--- src/cfg_prot_params.svh ---
`ifndef CFG_PROT_PARAMS_SVH
`define CFG_PROT_PARAMS_SVH

// ----------------------------------------------------------------
// Configuration-space word addresses
// ----------------------------------------------------------------
`define ADDR_USER_ID_BASE 16'h8000
`define ADDR_USER_ID_LAST 16'h8003
`define ADDR_PART_ID 16'h8006
`define ADDR_CFG_WORD2 16'h8008
`define CFG_SPACE_BIT 15

// ----------------------------------------------------------------
// Second configuration word field positions
// ----------------------------------------------------------------
`define CFG2_LVP_BIT 13
`define CFG2_DBG_BIT 12
`define CFG2_BROWNOUT_TRIP_SELECT_BIT 10
`define CFG2_STV_BIT 9
`define CFG2_PLL_BIT 8
`define CFG2_REGULATOR_CAP_PIN_BIT 4
`define CFG2_WRT_HI 1
`define CFG2_WRT_LO 0
// Unimplemented positions, forced to one on every read
`define CFG2_UNIMPL_MASK 14'h08EC
// Blank / bulk-erased value
`define CFG2_BLANK 14'h3FFF
`define CFG2_WRITABLE_MASK 14'h3713

// ----------------------------------------------------------------
// Self-write protection limits (last protected word)
// ----------------------------------------------------------------
`define WRT_BOOT_LAST 14'h01FF
`define WRT_HALF8K_LAST 14'h0FFF
`define WRT_HALF16K_LAST 14'h1FFF
`define WRT_FULL8K_LAST 14'h1FFF
`define WRT_FULL16K_LAST 14'h3FFF

// ----------------------------------------------------------------
// Identification word layout and arbitrary values
// ----------------------------------------------------------------
`define PART_ID_LSB 5
`define PART_ID_VALUE 9'h0A5
`define REV_ID_VALUE 5'h03

// ----------------------------------------------------------------
// Register bus map (byte addresses)
// ----------------------------------------------------------------
`define REG_CFG2_CUR 8'h00
`define REG_CFG2_PEND 8'h04
`define REG_PART_ID 8'h08
`define REG_STATUS 8'h0C
`define REG_USER_ID0 8'h10

`endif

--- src/cfg_prot_pkg.sv ---
package cfg_prot_pkg;

    // ----------------------------------------------------------------
    // Types
    // ----------------------------------------------------------------
    // Decoded static controls handed to dependent blocks
    typedef struct packed {
        logic low_voltage_prog_enable;
        logic debugger_pins_dedicated;
        logic brownout_trip_select;
        logic stack_fault_reset_enable;
        logic clock_multiplier_enable;
        logic regulator_cap_on_pin;
        logic [1:0] self_write_protect_field;
    } cfg_ctrl_s;

    // One program-memory or EEPROM access request
    typedef struct packed {
        logic req;
        logic wr;
        logic [15:0] addr;
        logic [13:0] wdata;
    } mem_req_s;

    // Latching state of the configuration holder
    typedef enum logic [1:0] {
        ST_LOAD = 2'b01,
        ST_RUN = 2'b10
    } hold_state_e;

endpackage : cfg_prot_pkg

--- src/config_word_protection_unit.sv ---
// Contract
// - Bit 13 set allows low-voltage programming entry
// - Low-voltage entry refuses clearing bit 13
// - Bit 12 clear dedicates programming pins to debugger
// - Bit 10 selects low or high brown-out trip
// - Bit 9 lets stack faults reset device
// - Bit 8 turns on clock multiplier
// - Bit 4 clear routes capacitor to port pin
// - Unimplemented word bits read as one
// - Blank or erased configuration reads all ones
// - Code protect blocks programmer writes, reads zero
// - CPU program reads unaffected; writes obey field
// - EEPROM protect blocks programmer reads and writes
// - CPU EEPROM access ignores EEPROM protect
// - Two protections independent of each other
// - Small part: code 10/01 ranges blocked
// - Large part: code 10/01 ranges blocked
// - Code 11 unprotected, code 00 fully blocked
// - Four user ID words at 8000h-8003h
// - Identification word at 8006h, read only
// - Second configuration word at 8008h
//
// Local design decision: register access over Wishbone.
`timescale 1ns/1ns
`default_nettype none
`include "cfg_prot_params.svh"

module config_word_protection_unit (
    // Clock and reset
    input wire logic clk,
    input wire logic rst_n,
    // Variant and nonvolatile source
    input wire logic large_part,
    input wire logic [13:0] nv_cfg_word,
    input wire logic [6:0] nv_cfg1_prot,
    // Programming entry
    input wire logic master_clear_hv,
    input wire logic lv_entry_key,
    output logic prog_mode,
    output logic prog_mode_lv,
    // Decoded static controls
    output cfg_prot_pkg::cfg_ctrl_s ctrl,
    output logic prog_port_pins_gpio,
    // Stack fault handling
    input wire logic stack_fault,
    output logic stack_reset_req,
    // CPU program memory path
    input wire cfg_prot_pkg::mem_req_s cpu_pm,
    output logic cpu_pm_write_ok,
    // CPU data EEPROM path
    input wire cfg_prot_pkg::mem_req_s cpu_ee,
    output logic cpu_ee_access_ok,
    // Programmer program memory / config space path
    input wire cfg_prot_pkg::mem_req_s ext_pm,
    input wire logic [13:0] pm_array_rdata,
    output logic ext_pm_write_ok,
    output logic [13:0] ext_pm_rdata,
    // Programmer data EEPROM path
    input wire cfg_prot_pkg::mem_req_s ext_ee,
    input wire logic [13:0] ee_array_rdata,
    output logic ext_ee_access_ok,
    output logic [13:0] ext_ee_rdata,
    // Wishbone slave
    input wire logic wb_cyc_i,
    input wire logic wb_stb_i,
    input wire logic wb_we_i,
    input wire logic [7:0] wb_adr_i,
    input wire logic [3:0] wb_sel_i,
    input wire logic [31:0] wb_dat_i,
    output logic [31:0] wb_dat_o,
    output logic wb_ack_o,
    output logic wb_err_o
);

    // ----------------------------------------------------------------
    // Reset release
    // ----------------------------------------------------------------
    // Two-stage release so every flop leaves reset on the same edge
    logic rst_sync1_reg;
    logic rst_sync2_reg;
    wire srst_n = rst_sync2_reg;

    always_ff @(posedge clk or negedge rst_n) begin
        if (!rst_n) begin
            rst_sync1_reg <= 1'b0;
            rst_sync2_reg <= 1'b0;
        end else begin
            rst_sync1_reg <= 1'b1;
            rst_sync2_reg <= rst_sync1_reg;
        end
    end

    // ----------------------------------------------------------------
    // Configuration holder
    // ----------------------------------------------------------------
    // Reset value is blank; the array value is caught one edge after release
    cfg_prot_pkg::hold_state_e state_reg;
    logic [13:0] cfg2_reg;     // Live second configuration word
    logic [13:0] pend_reg;     // Programmed value, only readable over Wishbone; reset returns it to blank
    logic cp_n_reg;            // Program code protect, active low
    logic cpd_n_reg;           // EEPROM code protect, active low
    logic [13:0] cfg2_next;

    // Unimplemented bits forced high before anything uses the word
    assign cfg2_next = nv_cfg_word | `CFG2_UNIMPL_MASK;

    always_ff @(posedge clk or negedge srst_n) begin
        if (!srst_n) begin
            state_reg <= cfg_prot_pkg::ST_LOAD;
            cfg2_reg <= `CFG2_BLANK;
            cp_n_reg <= 1'b1;
            cpd_n_reg <= 1'b1;
        end else begin
            unique case (state_reg)
                cfg_prot_pkg::ST_LOAD: begin
                    // Single capture; static until the next reset
                    cfg2_reg <= cfg2_next;
                    cp_n_reg <= nv_cfg1_prot[1];
                    cpd_n_reg <= nv_cfg1_prot[0];
                    state_reg <= cfg_prot_pkg::ST_RUN;
                end
                cfg_prot_pkg::ST_RUN: begin
                    state_reg <= cfg_prot_pkg::ST_RUN;
                end
            endcase
        end
    end

    wire cfg_valid = state_reg == cfg_prot_pkg::ST_RUN;

    // ----------------------------------------------------------------
    // Decoded controls
    // ----------------------------------------------------------------
    assign ctrl.low_voltage_prog_enable = cfg2_reg[`CFG2_LVP_BIT];
    assign ctrl.debugger_pins_dedicated = !cfg2_reg[`CFG2_DBG_BIT];
    assign ctrl.brownout_trip_select = cfg2_reg[`CFG2_BROWNOUT_TRIP_SELECT_BIT];
    assign ctrl.stack_fault_reset_enable = cfg2_reg[`CFG2_STV_BIT];
    assign ctrl.clock_multiplier_enable = cfg2_reg[`CFG2_PLL_BIT];
    assign ctrl.regulator_cap_on_pin = !cfg2_reg[`CFG2_REGULATOR_CAP_PIN_BIT];
    assign ctrl.self_write_protect_field = cfg2_reg[`CFG2_WRT_HI:`CFG2_WRT_LO];
    assign prog_port_pins_gpio = cfg2_reg[`CFG2_DBG_BIT];
    // Stack faults only reset when enabled
    assign stack_reset_req = stack_fault && cfg2_reg[`CFG2_STV_BIT];

    // ----------------------------------------------------------------
    // Programming mode entry
    // ----------------------------------------------------------------
    // High voltage always works; the key only when low-voltage is enabled
    wire lv_entry = lv_entry_key && ctrl.low_voltage_prog_enable;
    logic pm_reg;
    logic pm_lv_reg;

    always_ff @(posedge clk or negedge srst_n) begin
        if (!srst_n) begin
            pm_reg <= 1'b0;
            pm_lv_reg <= 1'b0;
        end else if (!pm_reg && cfg_valid && (master_clear_hv || lv_entry)) begin
            pm_reg <= 1'b1;
            pm_lv_reg <= !master_clear_hv;
        end
    end

    assign prog_mode = pm_reg;
    assign prog_mode_lv = pm_lv_reg;

    // ----------------------------------------------------------------
    // Programmer access to config space and program memory
    // ----------------------------------------------------------------
    wire ext_cfg_space = ext_pm.addr[`CFG_SPACE_BIT];
    wire ext_uid_hit = ext_cfg_space && ext_pm.addr >= `ADDR_USER_ID_BASE
                       && ext_pm.addr <= `ADDR_USER_ID_LAST;
    wire ext_pid_hit = ext_pm.addr == `ADDR_PART_ID;
    wire ext_cfg2_hit = ext_pm.addr == `ADDR_CFG_WORD2;
    wire [13:0] part_word = {`PART_ID_VALUE, `REV_ID_VALUE};

    // New value for the pending word; low-voltage entry keeps bit 13 set
    logic [13:0] pend_wdata;
    always_comb begin
        pend_wdata = ext_pm.wdata | `CFG2_UNIMPL_MASK;
        if (pm_lv_reg) begin
            pend_wdata[`CFG2_LVP_BIT] = 1'b1;
        end
    end

    // Array writes only when code protect is off (bit 1 of nv_cfg1_prot)
    assign ext_pm_write_ok = ext_pm.req && ext_pm.wr && pm_reg && !ext_cfg_space
                             && cp_n_reg;

    wire pend_we = ext_pm.req && ext_pm.wr && pm_reg && ext_cfg2_hit;
    wire uid_ext_we = ext_pm.req && ext_pm.wr && pm_reg && ext_uid_hit;

    always_ff @(posedge clk or negedge srst_n) begin
        if (!srst_n) begin
            pend_reg <= `CFG2_BLANK;
        end else if (pend_we) begin
            pend_reg <= pend_wdata;
        end
    end

    // ----------------------------------------------------------------
    // User ID words
    // ----------------------------------------------------------------
    // CPU reaches them through the config space too (bit 15 of address)
    wire cpu_uid_hit = cpu_pm.addr >= `ADDR_USER_ID_BASE
                       && cpu_pm.addr <= `ADDR_USER_ID_LAST;
    wire cpu_uid_we = cpu_pm.req && cpu_pm.wr && cpu_uid_hit;
    wire wb_uid_hit;
    wire wb_uid_we;
    wire uid_we = uid_ext_we || cpu_uid_we || wb_uid_we;
    wire [1:0] uid_waddr = uid_ext_we ? ext_pm.addr[1:0]
                         : cpu_uid_we ? cpu_pm.addr[1:0] : wb_adr_i[3:2];
    wire [13:0] uid_wdata = uid_ext_we ? ext_pm.wdata
                          : cpu_uid_we ? cpu_pm.wdata : wb_dat_i[13:0];
    wire [1:0] uid_raddr = wb_uid_hit ? wb_adr_i[3:2] : ext_pm.addr[1:0];
    logic [13:0] uid_rdata;

    user_id_mem u_uid (
        .clk(clk),
        .rst_n(srst_n),
        .we(uid_we),
        .waddr(uid_waddr),
        .wdata(uid_wdata),
        .raddr(uid_raddr),
        .rdata(uid_rdata)
    );

    // ----------------------------------------------------------------
    // Programmer read data
    // ----------------------------------------------------------------
    // Registered one cycle after the request, matching the ID memory
    logic ext_uid_rd_reg;
    logic [13:0] ext_pm_rd_reg;
    logic [13:0] ext_pm_sel;

    always_comb begin
        if (ext_cfg2_hit) begin
            ext_pm_sel = cfg2_reg;
        end else if (ext_pid_hit) begin
            ext_pm_sel = part_word;
        end else if (ext_cfg_space) begin
            ext_pm_sel = 14'h0000;
        end else if (cp_n_reg) begin
            ext_pm_sel = pm_array_rdata;
        end else begin
            ext_pm_sel = 14'h0000;
        end
    end

    always_ff @(posedge clk or negedge srst_n) begin
        if (!srst_n) begin
            ext_pm_rd_reg <= 14'h0000;
            ext_uid_rd_reg <= 1'b0;
        end else begin
            ext_pm_rd_reg <= ext_pm_sel;
            ext_uid_rd_reg <= ext_uid_hit && !wb_uid_hit;
        end
    end

    assign ext_pm_rdata = ext_uid_rd_reg ? uid_rdata : ext_pm_rd_reg;

    // ----------------------------------------------------------------
    // Data EEPROM gating
    // ----------------------------------------------------------------
    // Programmer side obeys only the EEPROM protect bit
    assign ext_ee_access_ok = ext_ee.req && pm_reg && cpd_n_reg;

    always_ff @(posedge clk or negedge srst_n) begin
        if (!srst_n) begin
            ext_ee_rdata <= 14'h0000;
        end else begin
            ext_ee_rdata <= cpd_n_reg ? ee_array_rdata : 14'h0000;
        end
    end

    // CPU side never sees either code protect bit
    assign cpu_ee_access_ok = cpu_ee.req;

    // ----------------------------------------------------------------
    // CPU self-write protection
    // ----------------------------------------------------------------
    logic wrt_blocked;

    wrt_decode u_wrt (
        .field(ctrl.self_write_protect_field),
        .large_part(large_part),
        .addr(cpu_pm.addr[13:0]),
        .blocked(wrt_blocked)
    );

    // Reads need no permission; writes depend on the field and are refused in config space (bit 15)
    assign cpu_pm_write_ok = cpu_pm.req && cpu_pm.wr && !cpu_pm.addr[`CFG_SPACE_BIT]
                             && !wrt_blocked;

    // ----------------------------------------------------------------
    // Wishbone slave
    // ----------------------------------------------------------------
    // One-cycle answer; ack drops the cycle after it was given
    wire wb_req = wb_cyc_i && wb_stb_i && !wb_ack_o && !wb_err_o;
    assign wb_uid_hit = wb_req && wb_adr_i[7:4] == 4'(`REG_USER_ID0 >> 4)
                        && wb_adr_i[1:0] == 2'b00;
    wire hit_cur = wb_adr_i == `REG_CFG2_CUR;
    wire hit_pend = wb_adr_i == `REG_CFG2_PEND;
    wire hit_pid = wb_adr_i == `REG_PART_ID;
    wire hit_stat = wb_adr_i == `REG_STATUS;
    wire wb_mapped = hit_cur || hit_pend || hit_pid || hit_stat || wb_uid_hit;
    // Live word and ID register are read only; writes ignored silently
    assign wb_uid_we = wb_uid_hit && wb_we_i && wb_sel_i[0] && wb_sel_i[1];
    wire [31:0] wb_stat = {28'h0000000, cpd_n_reg, cp_n_reg, pm_lv_reg, pm_reg};
    wire wb_uid_rd = wb_uid_hit && !wb_we_i;
    logic wb_uid_rd_reg;
    logic [31:0] wb_dat_reg;
    logic [31:0] wb_sel_data;

    always_comb begin
        if (hit_cur) begin
            wb_sel_data = {18'h00000, cfg2_reg};
        end else if (hit_pend) begin
            wb_sel_data = {18'h00000, pend_reg};
        end else if (hit_pid) begin
            wb_sel_data = {18'h00000, part_word};
        end else if (hit_stat) begin
            wb_sel_data = wb_stat;
        end else begin
            wb_sel_data = 32'h00000000;
        end
    end

    always_ff @(posedge clk or negedge srst_n) begin
        if (!srst_n) begin
            wb_ack_o <= 1'b0;
            wb_err_o <= 1'b0;
            wb_dat_reg <= 32'h00000000;
            wb_uid_rd_reg <= 1'b0;
        end else begin
            wb_ack_o <= wb_req && wb_mapped;
            wb_err_o <= wb_req && !wb_mapped;
            wb_dat_reg <= wb_sel_data;
            wb_uid_rd_reg <= wb_uid_rd;
        end
    end

    assign wb_dat_o = wb_uid_rd_reg ? {18'h00000, uid_rdata} : wb_dat_reg;
endmodule : config_word_protection_unit
`default_nettype wire

--- src/user_id_mem.sv ---
`timescale 1ns/1ns
`default_nettype none
`include "cfg_prot_params.svh"

module user_id_mem (
    // Clock and reset
    input wire logic clk,
    input wire logic rst_n,
    // Write port
    input wire logic we,
    input wire logic [1:0] waddr,
    input wire logic [13:0] wdata,
    // Read port
    input wire logic [1:0] raddr,
    output logic [13:0] rdata
);

    // ----------------------------------------------------------------
    // Storage: four 14-bit ID locations, blank value after reset
    // ----------------------------------------------------------------
    logic [13:0] mem_reg [4];

    generate
        for (genvar i = 0; i < 4; i++) begin : g_word
            // Each word loads only on its own write
            always_ff @(posedge clk or negedge rst_n) begin
                if (!rst_n) begin
                    mem_reg[i] <= 14'h3FFF;
                end else if (we && waddr == 2'(i)) begin
                    mem_reg[i] <= wdata;
                end
            end
        end
    endgenerate

    // Registered read data
    always_ff @(posedge clk or negedge rst_n) begin
        if (!rst_n) begin
            rdata <= 14'h0000;
        end else begin
            rdata <= mem_reg[raddr];
        end
    end

endmodule : user_id_mem
`default_nettype wire

--- src/wrt_decode.sv ---
`timescale 1ns/1ns
`default_nettype none
`include "cfg_prot_params.svh"

module wrt_decode (
    // Configuration
    input wire logic [1:0] field,
    input wire logic large_part,
    // Address under test
    input wire logic [13:0] addr,
    output logic blocked
);

    // ----------------------------------------------------------------
    // Protected range decode
    // ----------------------------------------------------------------
    // Last protected word for the current code and variant
    wire [13:0] half_last = large_part ? `WRT_HALF16K_LAST : `WRT_HALF8K_LAST;
    wire in_boot = addr <= `WRT_BOOT_LAST;
    wire in_half = addr <= half_last;

    always_comb begin
        unique case (field)
            2'b11: blocked = 1'b0;
            2'b10: blocked = in_boot;
            2'b01: blocked = in_half;
            // Whole array: words past the small part's end are refused too
            2'b00: blocked = 1'b1;
        endcase
    end

endmodule : wrt_decode
`default_nettype wire

--- config.mk ---
export PLATFORM = sky130hd
export DESIGN_NAME = config_word_protection_unit
export DESIGN_NICKNAME = d
export VERILOG_FILES = /design/src/cfg_prot_pkg.sv /design/src/config_word_protection_unit.sv /design/src/user_id_mem.sv /design/src/wrt_decode.sv
export VERILOG_INCLUDE_DIRS = /design/src /design/src/src
export SDC_FILE = /design/constraint.sdc
export NUM_CORES = 1
export LEC_CHECK = 0
export BUFFER_PORTS_ARGS = -buffer_cell sky130_fd_sc_hd__buf_4
export CAP_MARGIN = 20
export CORE_AREA = 2 2 120 122
export DETAILED_ROUTE_END_ITERATION = 8
export DIE_AREA = 0 0 122 124
export MAX_ROUTING_LAYER = met4
export PLACE_DENSITY_LB_ADDON = 0.05
export SETUP_SLACK_MARGIN = 0.2
export SLEW_MARGIN = 5
export SYNTH_ARGS = -nofsm -noshare
export SYNTH_HDL_FRONTEND = slang
export SYNTH_SLANG_ARGS = --single-unit
--- constraint.sdc ---
create_clock -name clk -period 9.6 [get_ports clk]
set_clock_uncertainty 0.1 [all_clocks]
set_input_delay 0.96 -clock clk [delete_from_list [all_inputs] [get_ports clk]]
set_output_delay 0.96 -clock clk [all_outputs]
set_load 0.05 [all_outputs]
# Yosys cells after proc, flatten, opt, wreduce, memory -nomap -nowiden
# Cells that the tools add are included.
# word_totals
ff_bits,158
in_bits,230
output_inout_bits,78
wordCells,125
# op_classes
magnitude_cmp,7
eq_ne,14
muxes,23
bitwise,1
n_reduce_logical,59
# op_table
op,n
14-bit two-way mux,10
32-bit two-way mux,4
1-bit logical AND,35
"16-bit equality test, second input constant",2
"16-bit >= comparator, second input constant",2
"16-bit less-or-equal comparator, second input constant",2
14-bit binary-select mux with 2-bit select,1
"8-bit by 4-bit equality test with 1-bit output, second input constant",2
14-bit less-or-equal comparator,1
"14-bit by 9-bit less-or-equal comparator with 1-bit output, second input constant",1
13-bit two-way mux,1
1-bit logical NOT,12
"2-bit equality test, second input constant",5
"8-bit by 3-bit equality test with 1-bit output, second input constant",1
8-bit logical NOT,1
2-bit two-way mux,4
1-bit logical OR,7
"2-bit by 1-bit equality test with 1-bit output, second input constant",3
2-bit logical NOT,3
"4-bit by 1-bit equality test with 1-bit output, second input constant",1
4-bit two-way mux,1
1-bit one-hot mux with 4 select lines,1
"3-bit >= comparator, second input constant",1
2-bit inverter with 3-bit output,1
2 further kinds,2

# Logic depth before layout (Yosys ltp)
# Gate-level depths: netlist (run 1).
# logic_depth
ltp_word,10
mapped_depth,8
depth_no_buf,6

# Cells and area by module
# From an unflattened synthesis (run 1), not the netlist that was laid out.
# unflattened
hier_cells,494
hier_area_um2,6550.0
# by_module_without_submodules
module,n_inst,cells_each,area_per_inst_um2,seq_area_each_um2
config_word_protection_unit,1,331,3612.2,1725.4
user_id_mem,1,151,2852.7,1821.7
wrt_decode,1,12,85.1,0.0

# Least setup slack after synthesis (run 1)
# No wires, ideal clock.
# synth_path
path_type,input to output
startpoint,in large_part
endpoint,out cpu_pm_write_ok
t_arrival_ns,2.744
t_required_ns,8.540
slack_ns,5.796
stages,6
path_buffers,0
path_cell_list,inv_1 -> ha_1 -> nand4_1 -> o41a_1 -> o21ai_0 -> a211oi_1
# synth_via
elab_chain_len,5
# synth_lines
item,line_no,text
from (decl),config_word_protection_unit.sv:33,"input wire logic large_part,"
13-bit two-way mux (no source line),--,
14-bit less-or-equal comparator,wrt_decode.sv:20,wire in_half = addr <= half_last;
1-bit one-hot mux with 4 select lines,wrt_decode.sv:23,unique case (field)
1-bit logical NOT,config_word_protection_unit.sv:292,&& !wrt_blocked;
1-bit logical AND,config_word_protection_unit.sv:291,assign cpu_pm_write_ok = cpu_pm.req && cpu_pm.wr && !cpu_pm.addr[`CFG_SPACE_BIT]
to (decl),config_word_protection_unit.sv:49,"output logic cpu_pm_write_ok,"
# No other way between the ends.

# Final worst setup path (run 1)
# layout_path
startpoint,in cpu_pm[26] (netlist bit)
endpoint,out cpu_pm_write_ok
# layout_via
elab_chain_len,4
elab_cells_between_ends,5
cone_classes,order compare (2); mux (1); reduce/logical (2)
# layout_lines
item,line_no,text
from (decl),config_word_protection_unit.sv:48,"input wire cfg_prot_pkg::mem_req_s cpu_pm,"
14-bit less-or-equal comparator or 14-bit by 9-bit less-or-equal comparator with 1-bit output (tied branches),--,
1-bit one-hot mux with 4 select lines *,wrt_decode.sv:23,
1-bit logical NOT *,config_word_protection_unit.sv:292,
1-bit logical AND *,config_word_protection_unit.sv:291,
# Every way passes the cells marked *; elsewhere a longest branch is shown, timed or not.

==> results of run 1 <==
==> worst max-delay path: stages <==
cell	delay, ns
buf_4	0.13
ha_1	0.28
nand4_1	0.09
o41a_1	0.36
o21ai_0	0.15
a211oi_1	0.10
buf_4	0.20
==> power by group <==
group	internal [mW]	switching, mW
clock	0.388	0.227
sequential	0.610	0.0254
combinational	0.0887	0.142
total	1.09	0.394
==> path summary, 6_finish.rpt <==
path	endpoint	cells after the start	startpoint	slack, ns
max in group asynchronous	ext_ee_rdata[0]	1	rst_sync2_reg	7.67
min reg2reg	rst_sync2_reg	0	rst_sync1_reg	0.25
min	rst_sync2_reg	1	rst_n	0.22
max	cpu_pm_write_ok	7	cpu_pm[26]	6.26
min in group clk	rst_sync2_reg	0	rst_sync1_reg	0.25
max reg2reg	u_uid.mem_reg[4]	6	prog_mode	6.62
==> metrics by stage <==
stage | instances | area (sq um)
2_1_floorplan | 497 | 6650
3_3_place_gp | 827 | 8050
3_5_place_dp | 828 | 8060
4_1_cts | 860 | 8630
5_1_grt | 860 | 8630
6_report | 860 | 8630
==> layout by cell type (no fill, tap or decap), types with 7 or more instances in the layout <==
master     count
nand2_1       29
conb_1        21
mux2_2        83
o21ai_0       17
nor3_1         8
mux4_2        13
mux2i_1       21
buf_4        199
dfstp_2       75
clkbuf_16     17
nor2_1         7
and2_1        15
dfrtp_1       62
mux2_1        12
==> final cells by class <==
| cell class | count | share of cell area [%] |
|---|---|---|
| clock inverter | 8 | 0.783 |
| timing repair buffer | 199 | 17.3 |
| sequential | 138 | 41.2 |
| inverter | 4 | 0.174 |
| multi-input combinational | 307 | 32.1 |
| tap | 180 | 2.61 |
| clock buffer | 24 | 5.82 |
==> cells by family (layout without fill, tap and decap cells) <==
family	Yosys count	after routing	share of synthesized area, %
AOI/OAI and AO/OA	51	51	5.42
adders and majority gates	1	1	0.190
buffers and inverters	52	235	4.98
DFF	138	138	53.9
muxes	134	134	25.5
other	2	21	0.114
and+or+nand+nor	100	100	9.89
==> routing by layer <==
| layer | wire, um | share of wire (%) | up-vias | global-route usage [%] |
|---|---|---|---|---|
| li1 | - | - | 2069 | - |
| met1 | 6640 | 41 | 2202 | 28.1 |
| met2 | 7960 | 50 | 181 | 35.6 |
| met3 | 1120 | 7.0 | 24 | 5.31 |
| met4 | 294 | 1.8 | 0 | 8.12 |
| met5 | 0 | 0 | - | - |
==> summary.md, run 1 <==
| Metric | Value |
|---|---|
| Slew Limit Fails | `0` |
| Die area | `15,100 sq um` |
| Number of synthesized flops with an enable pin | `0` |
| TNS Setup | `0 ns` |
| Row count | `43` |
| Die width | `122 um` |
| CTS Sinks | `138` |
| Inserted Clock Buffers | `17` |
| Worst Slack Setup Final | `6.26 ns` |
| Chip height | `124 um` |
| Tcrit/Tclk final | `34.8%` |
| Via density | `5.20` |
| Maxcap violations | `0` |
| Synth Instances | `478` |
| Hold slack | `0.220 ns` |
| Fin nets | `898` |
| Top_reg_cell synth | `dfstp_2` |
| Diodes inserted | `0` |
| Largest net degree at the start of global routing | `70` |
| WL/cell | `18.6 um` |
| Setup crit end kind | `output port` |
| CTS Buffer Depth | `2` |
| Max Freq | `299 MHz` |
| Peak VDD IR | `0.000113 V` |
| RSZ-0062 raised after global routing | `false` |
| Vias | `4,476` |
| Synth top area share | `30.0%` |
| PortBufs | `194` |
| Starting Density | `47.9%` |
| Hold Vio Cnt, Final | `0` |
| Ranking of synthesized cells by area | `dfstp_2, dfrtp_1, mux2_2, mux4_2, buf_4` |
| CTS tree | `built` |
| Routability cong. | `0.755` |
| CP startpoint kind | `input pin` |
| Htree depth | `4` |
| # DRC | `0` |
| Status | `complete, no violations` |
| Pre-CTS setup slack | `5.87 ns` |
| Ports | `308` |
| DR iter-0 viols | `182` |
| Final setup viols | `0` |
| Post-synth ARST share | `100%` |
| Root Buffer | `clkbuf_16` |
| PD cells | `172 nW/um^2` |
| Slew @ Worst Pin | `0.985 ns` |
| Multi-input logic area | `2770 sq um` |
| Tot Pwr | `1.48 mW` |
| Worst-path fanout max | `3` |
| Latest clock arrival within the worst-skew pair | `0.41 ns` |
| P&R area growth vs syn | `31.2%` |
| Post-route ant nets | `0` |
| Share of layout cells above drive strength 1 | `61.6%` |
| CORE AREA | `13,700 sq um` |
| Initial antenna violation count | `0` |
| WP data arrival | `2.28 ns` |
| Max_slew headroom | `34.2%` |
| Drt first pass iters | `4` |
| Vias in the first global route | `4,551` |
| WL final | `16,000 um` |
| GRT Resource Usage Total | `22.4%` |
| Count leader, synth | `mux2_2` |
| Final min period | `3.34 ns` |
| Worst endpoint required time | `8.54 ns` |
| Max FFs per register | `56` |
| Fin util | `62.9%` |
| Post-CTS Resized | `0` |
| Yosys reg bits | `138` |
| FILL cells | `1,100` |
| LEAKAGE | `4.17 nW` |
| Synth cell count leaders | `mux2_2, dfstp_2, dfrtp_1, nand2_1, buf_4` |
| Synth area leader | `dfstp_2` |
| Global-route wire length before repair | `24,400 um` |
| Ys Warns | `0` |
| Hpwl dp | `11,800 um` |
| Hold buffers post-CTS | `0` |
| Hold Path Class | `in -> async` |
| Seq. cell area | `3550 sq um` |
| Mapped Avg Cell Area | `13.8 sq um` |
| Mapped cell area | `6580 sq um` |
| Clk slew on worst S/H paths | `0.05 ns` |
| Distinct cells, synth | `56` |
| Seq/Total Area, Yosys | `53.9%` |
| Grt ovf | `0` |
| Critical path class | `in -> out` |
| Setup repair bufs after CTS | `0` |
(Power assumes the default switching activity.)
==> run 2, diff against run 1 <==
--- a/config.mk
+++ b/config.mk
@@ -8,9 +8,10 @@
 export LEC_CHECK = 0
 export BUFFER_PORTS_ARGS = -buffer_cell sky130_fd_sc_hd__buf_4
 export CAP_MARGIN = 20
-export CORE_AREA = 2 2 120 122
+export CORE_ASPECT_RATIO = 1.2
+export CORE_MARGIN = 2
+export CORE_UTILIZATION = 47
 export DETAILED_ROUTE_END_ITERATION = 8
-export DIE_AREA = 0 0 122 124
 export MAX_ROUTING_LAYER = met4
 export PLACE_DENSITY_LB_ADDON = 0.05
 export SETUP_SLACK_MARGIN = 0.2
==> constraint.sdc (replaced) <==
create_clock -name clk -period 3.45 [get_ports clk]
set_clock_uncertainty 0.1 [all_clocks]
set_input_delay 0.345 -clock clk [delete_from_list [all_inputs] [get_ports clk]]
set_output_delay 0.345 -clock clk [all_outputs]
set_load 0.05 [all_outputs]
==> summary.md, run 2 (same netlist as run 1, synthesis figures left out) <==
| Metric | Value |
|---|---|
| Status | `complete, no violations` |
| Worst reg2reg startpoint | `wb_err_o` |
| Drt first pass iters | `4 (unchanged)` |
| Cell family with most CP delay | `simple AND/OR/NAND/NOR gates` |
| WP data arrival | `2.80 ns (+0.52 ns)` |
| RSZ-0062 raised after global routing | `false` |
| TNS Setup | `0 ns (unchanged)` |
| Initial antenna violation count | `0 (unchanged)` |
| Via density | `5.21 (+0.17%)` |
| Peak VDD IR | `0.000388 V (+240%)` |
| Worst Slack Setup Final | `0.894 ns (-5.36 ns)` |
| Hpwl dp | `11,600 um (-1.6%)` |
| CP bufs+invs | `2 (unchanged)` |
| Post-route ant nets | `0 (unchanged)` |
| CP peak stage delay | `0.55 ns (+0.19 ns)` |
| Reg2Reg Depth | `6 (unchanged)` |
| Pre-CTS setup slack | `0.696 ns (-5.18 ns)` |
| CP startpoint kind | `input pin` |
| Commonest non-fill, non-tap cells in the layout | `buf_4, mux2_2, dfstp_2, dfrtp_1, nand2_1` |
| Share of layout cells above drive strength 1 | `61.4% (-0.26 points)` |
| Top Metal Used | `met4` |
| Root Buffer | `clkbuf_16` |
| Ports | `308 (unchanged)` |
| WL/cell | `18.3 um (-1.6%)` |
| CTS Buffer Depth | `2 (unchanged)` |
| Tot Pwr | `4.21 mW (+180%)` |
| Slew @ Worst Pin | `0.721 ns (-0.263 ns)` |
| Routability cong. | `0.823 (+9.0%)` |
| Hold Vio Cnt, Final | `0 (unchanged)` |
| GRT Resource Usage Total | `22.6% (+0.28 points)` |
| Die width | `112 um (-8.2%)` |
| Critical-path top delay cell | `dlygate4sd3_1` |
| Post-CTS Resized | `0 (unchanged)` |
| Worst path cell trace | `dlygate4sd3_1, buf_4, or3_1, nor2_4, mux2_4, nand2_2, mux2_2` |
| Max FFs per register | `56 (unchanged)` |
| Max Freq | `391 MHz` |
| Critical path class | `in -> reg` |
| Vias | `4,494 (+0.40%)` |
| Critical R2R Capture | `u_uid.rdata[11]` |
| Largest net degree at the start of global routing | `56 (-20%)` |
| CORE AREA | `13,800 sq um (+0.30%)` |
| Worst Hold End | `ext_uid_rd_reg` |
| Starting Density | `47.8% (-0.14 points)` |
| PortBufs | `194 (unchanged)` |
| Diodes inserted | `0 (unchanged)` |
| Final setup viols | `0 (unchanged)` |
| Clk slew on worst S/H paths | `0.06 ns (about the same)` |
| DR iter-0 viols | `136 (-25%)` |
| Maxcap violations | `0 (unchanged)` |
| Flop2flop setup slack | `1.01 ns (-5.61 ns)` |
| Tcrit/Tclk final | `74.1%` |
| Chip height | `134 um (+7.7%)` |
| CTS Sinks | `138 (unchanged)` |
| WL final | `15,800 um (-1.4%)` |
| Row count | `47 (+9.3%)` |
| Cells on Worst Hold Path | `2` |
| Final min period | `2.56 ns` |
| Worst-path fanout max | `14 (+11)` |
| CTS tree | `built` |
| Latest clock arrival within the worst-skew pair | `0.42 ns (about the same)` |
| Hold Path Class | `in -> reg` |
| LEAKAGE | `4.22 nW (+0.99%)` |
| Hold Path Origin | `ext_pm[16]` |
| Grt ovf | `0 (unchanged)` |
| Slew Limit Fails | `0 (unchanged)` |
| Max_slew headroom | `51.9% (+18 points)` |
| P&R area growth vs syn | `32.9%` |
| Worst endpoint required time | `3.69 ns (-4.85 ns)` |
| Htree depth | `4 (unchanged)` |
| Most common cell after layout, fill and taps aside | `buf_4` |
| Wl on met1 | `6940 um (+4.5%)` |
| Setup crit end kind | `register` |
| Die area | `15,000 sq um (-1.1%)` |
| PD cells | `482 nW/um^2 (+180%)` |
| Met3 Routed Length | `763 um (-32%)` |
| Metal2 WL | `7820 um (-1.8%)` |
| Inserted Clock Buffers | `17 (unchanged)` |
| # DRC | `0 (unchanged)` |
| Fin nets | `909 (+1.2%)` |
| Global-route wire length before repair | `25,100 um (+2.8%)` |
| Vias in the first global route | `4,651 (+2.2%)` |
-- run 2: cell count changes in the layout (fill, tap and decap cells not counted) --
| cell | before | now |
|---|---|---|
| dlygate4sd3_1 | 0 | 5 |
| clkinv_1 | 0 | 2 |
| clkinv_2 | 6 | 4 |
| bufinv_16 | 1 | 3 |
| clkbuf_8 | 5 | 0 |
| clkinvlp_4 | 1 | 5 |
| buf_4 | 199 | 204 |
| buf_12 | 0 | 1 |
| clkbuf_1 | 2 | 1 |
-- run 2: worst reg2reg max path, stage by stage, from the launching register on --
cell       delay [ns]
dfrtp_1          0.38
nand4bb_1        0.30
nor3_4           0.27
nand2_2          0.13
mux2i_4          0.16
buf_4            0.31
mux4_1           0.65
-- run 2: layout make-up --
type	instances	area, sq um
fillers	1084	5020
flip-flops and latches	138	3550
multi-input cells	307	2770
repair buffers	210	1600
clock buffers	18	429
well taps	171	214
clock inverters	14	155
inverters	4	15.0
-- run 2: per-layer routing --
metal,global-route usage (%),vias up
li1,-,2097
met3,3.78,22
met4,9.08,0
met5,-,-
met2,36.1,148
met1,29.2,2227
-- run 2: report_power, final --
part,internal (mW),switching [mW]
sequential,1.70,0.0621
clock,1.12,0.668
combinational,0.258,0.403
total,3.08,1.13
-- run 2: through the flow --
step,std cells,utilization (%),instance area [sq um],hold WS [ns]
floorplan,497,-,6650,-0.0506
global placement,825,58.9,8100,0.0270
global route,862,63.5,8740,0.0164
CTS,862,63.5,8740,0.00462
detailed placement,825,58.9,8100,0.0279
finish,862,63.5,8740,0.0234
-- run 2: how the worst max path moves through the flow --
stage	startpoint	to	slack, ns	depth (start not counted)
2_1_floorplan	large_part	cpu_pm_write_ok	0.88	6
3_3_place_gp	wb_adr_i[7]	u_uid.rdata[11]	0.75	7
3_5_place_dp	ext_pm[24]	pend_reg[9]	0.70	7
4_1_cts	ext_pm[17]	u_uid.mem_reg[11]	0.89	7
5_1_grt	ext_pm[17]	u_uid.mem_reg[11]	0.84	7
6_report	ext_pm[17]	u_uid.mem_reg[11]	0.89	7
-- run 2: what timing repair did --
action	in CTS	in global routing
endpoints found under the hold margin	6	0
setup buffers	0	0
hold buffers	5	0
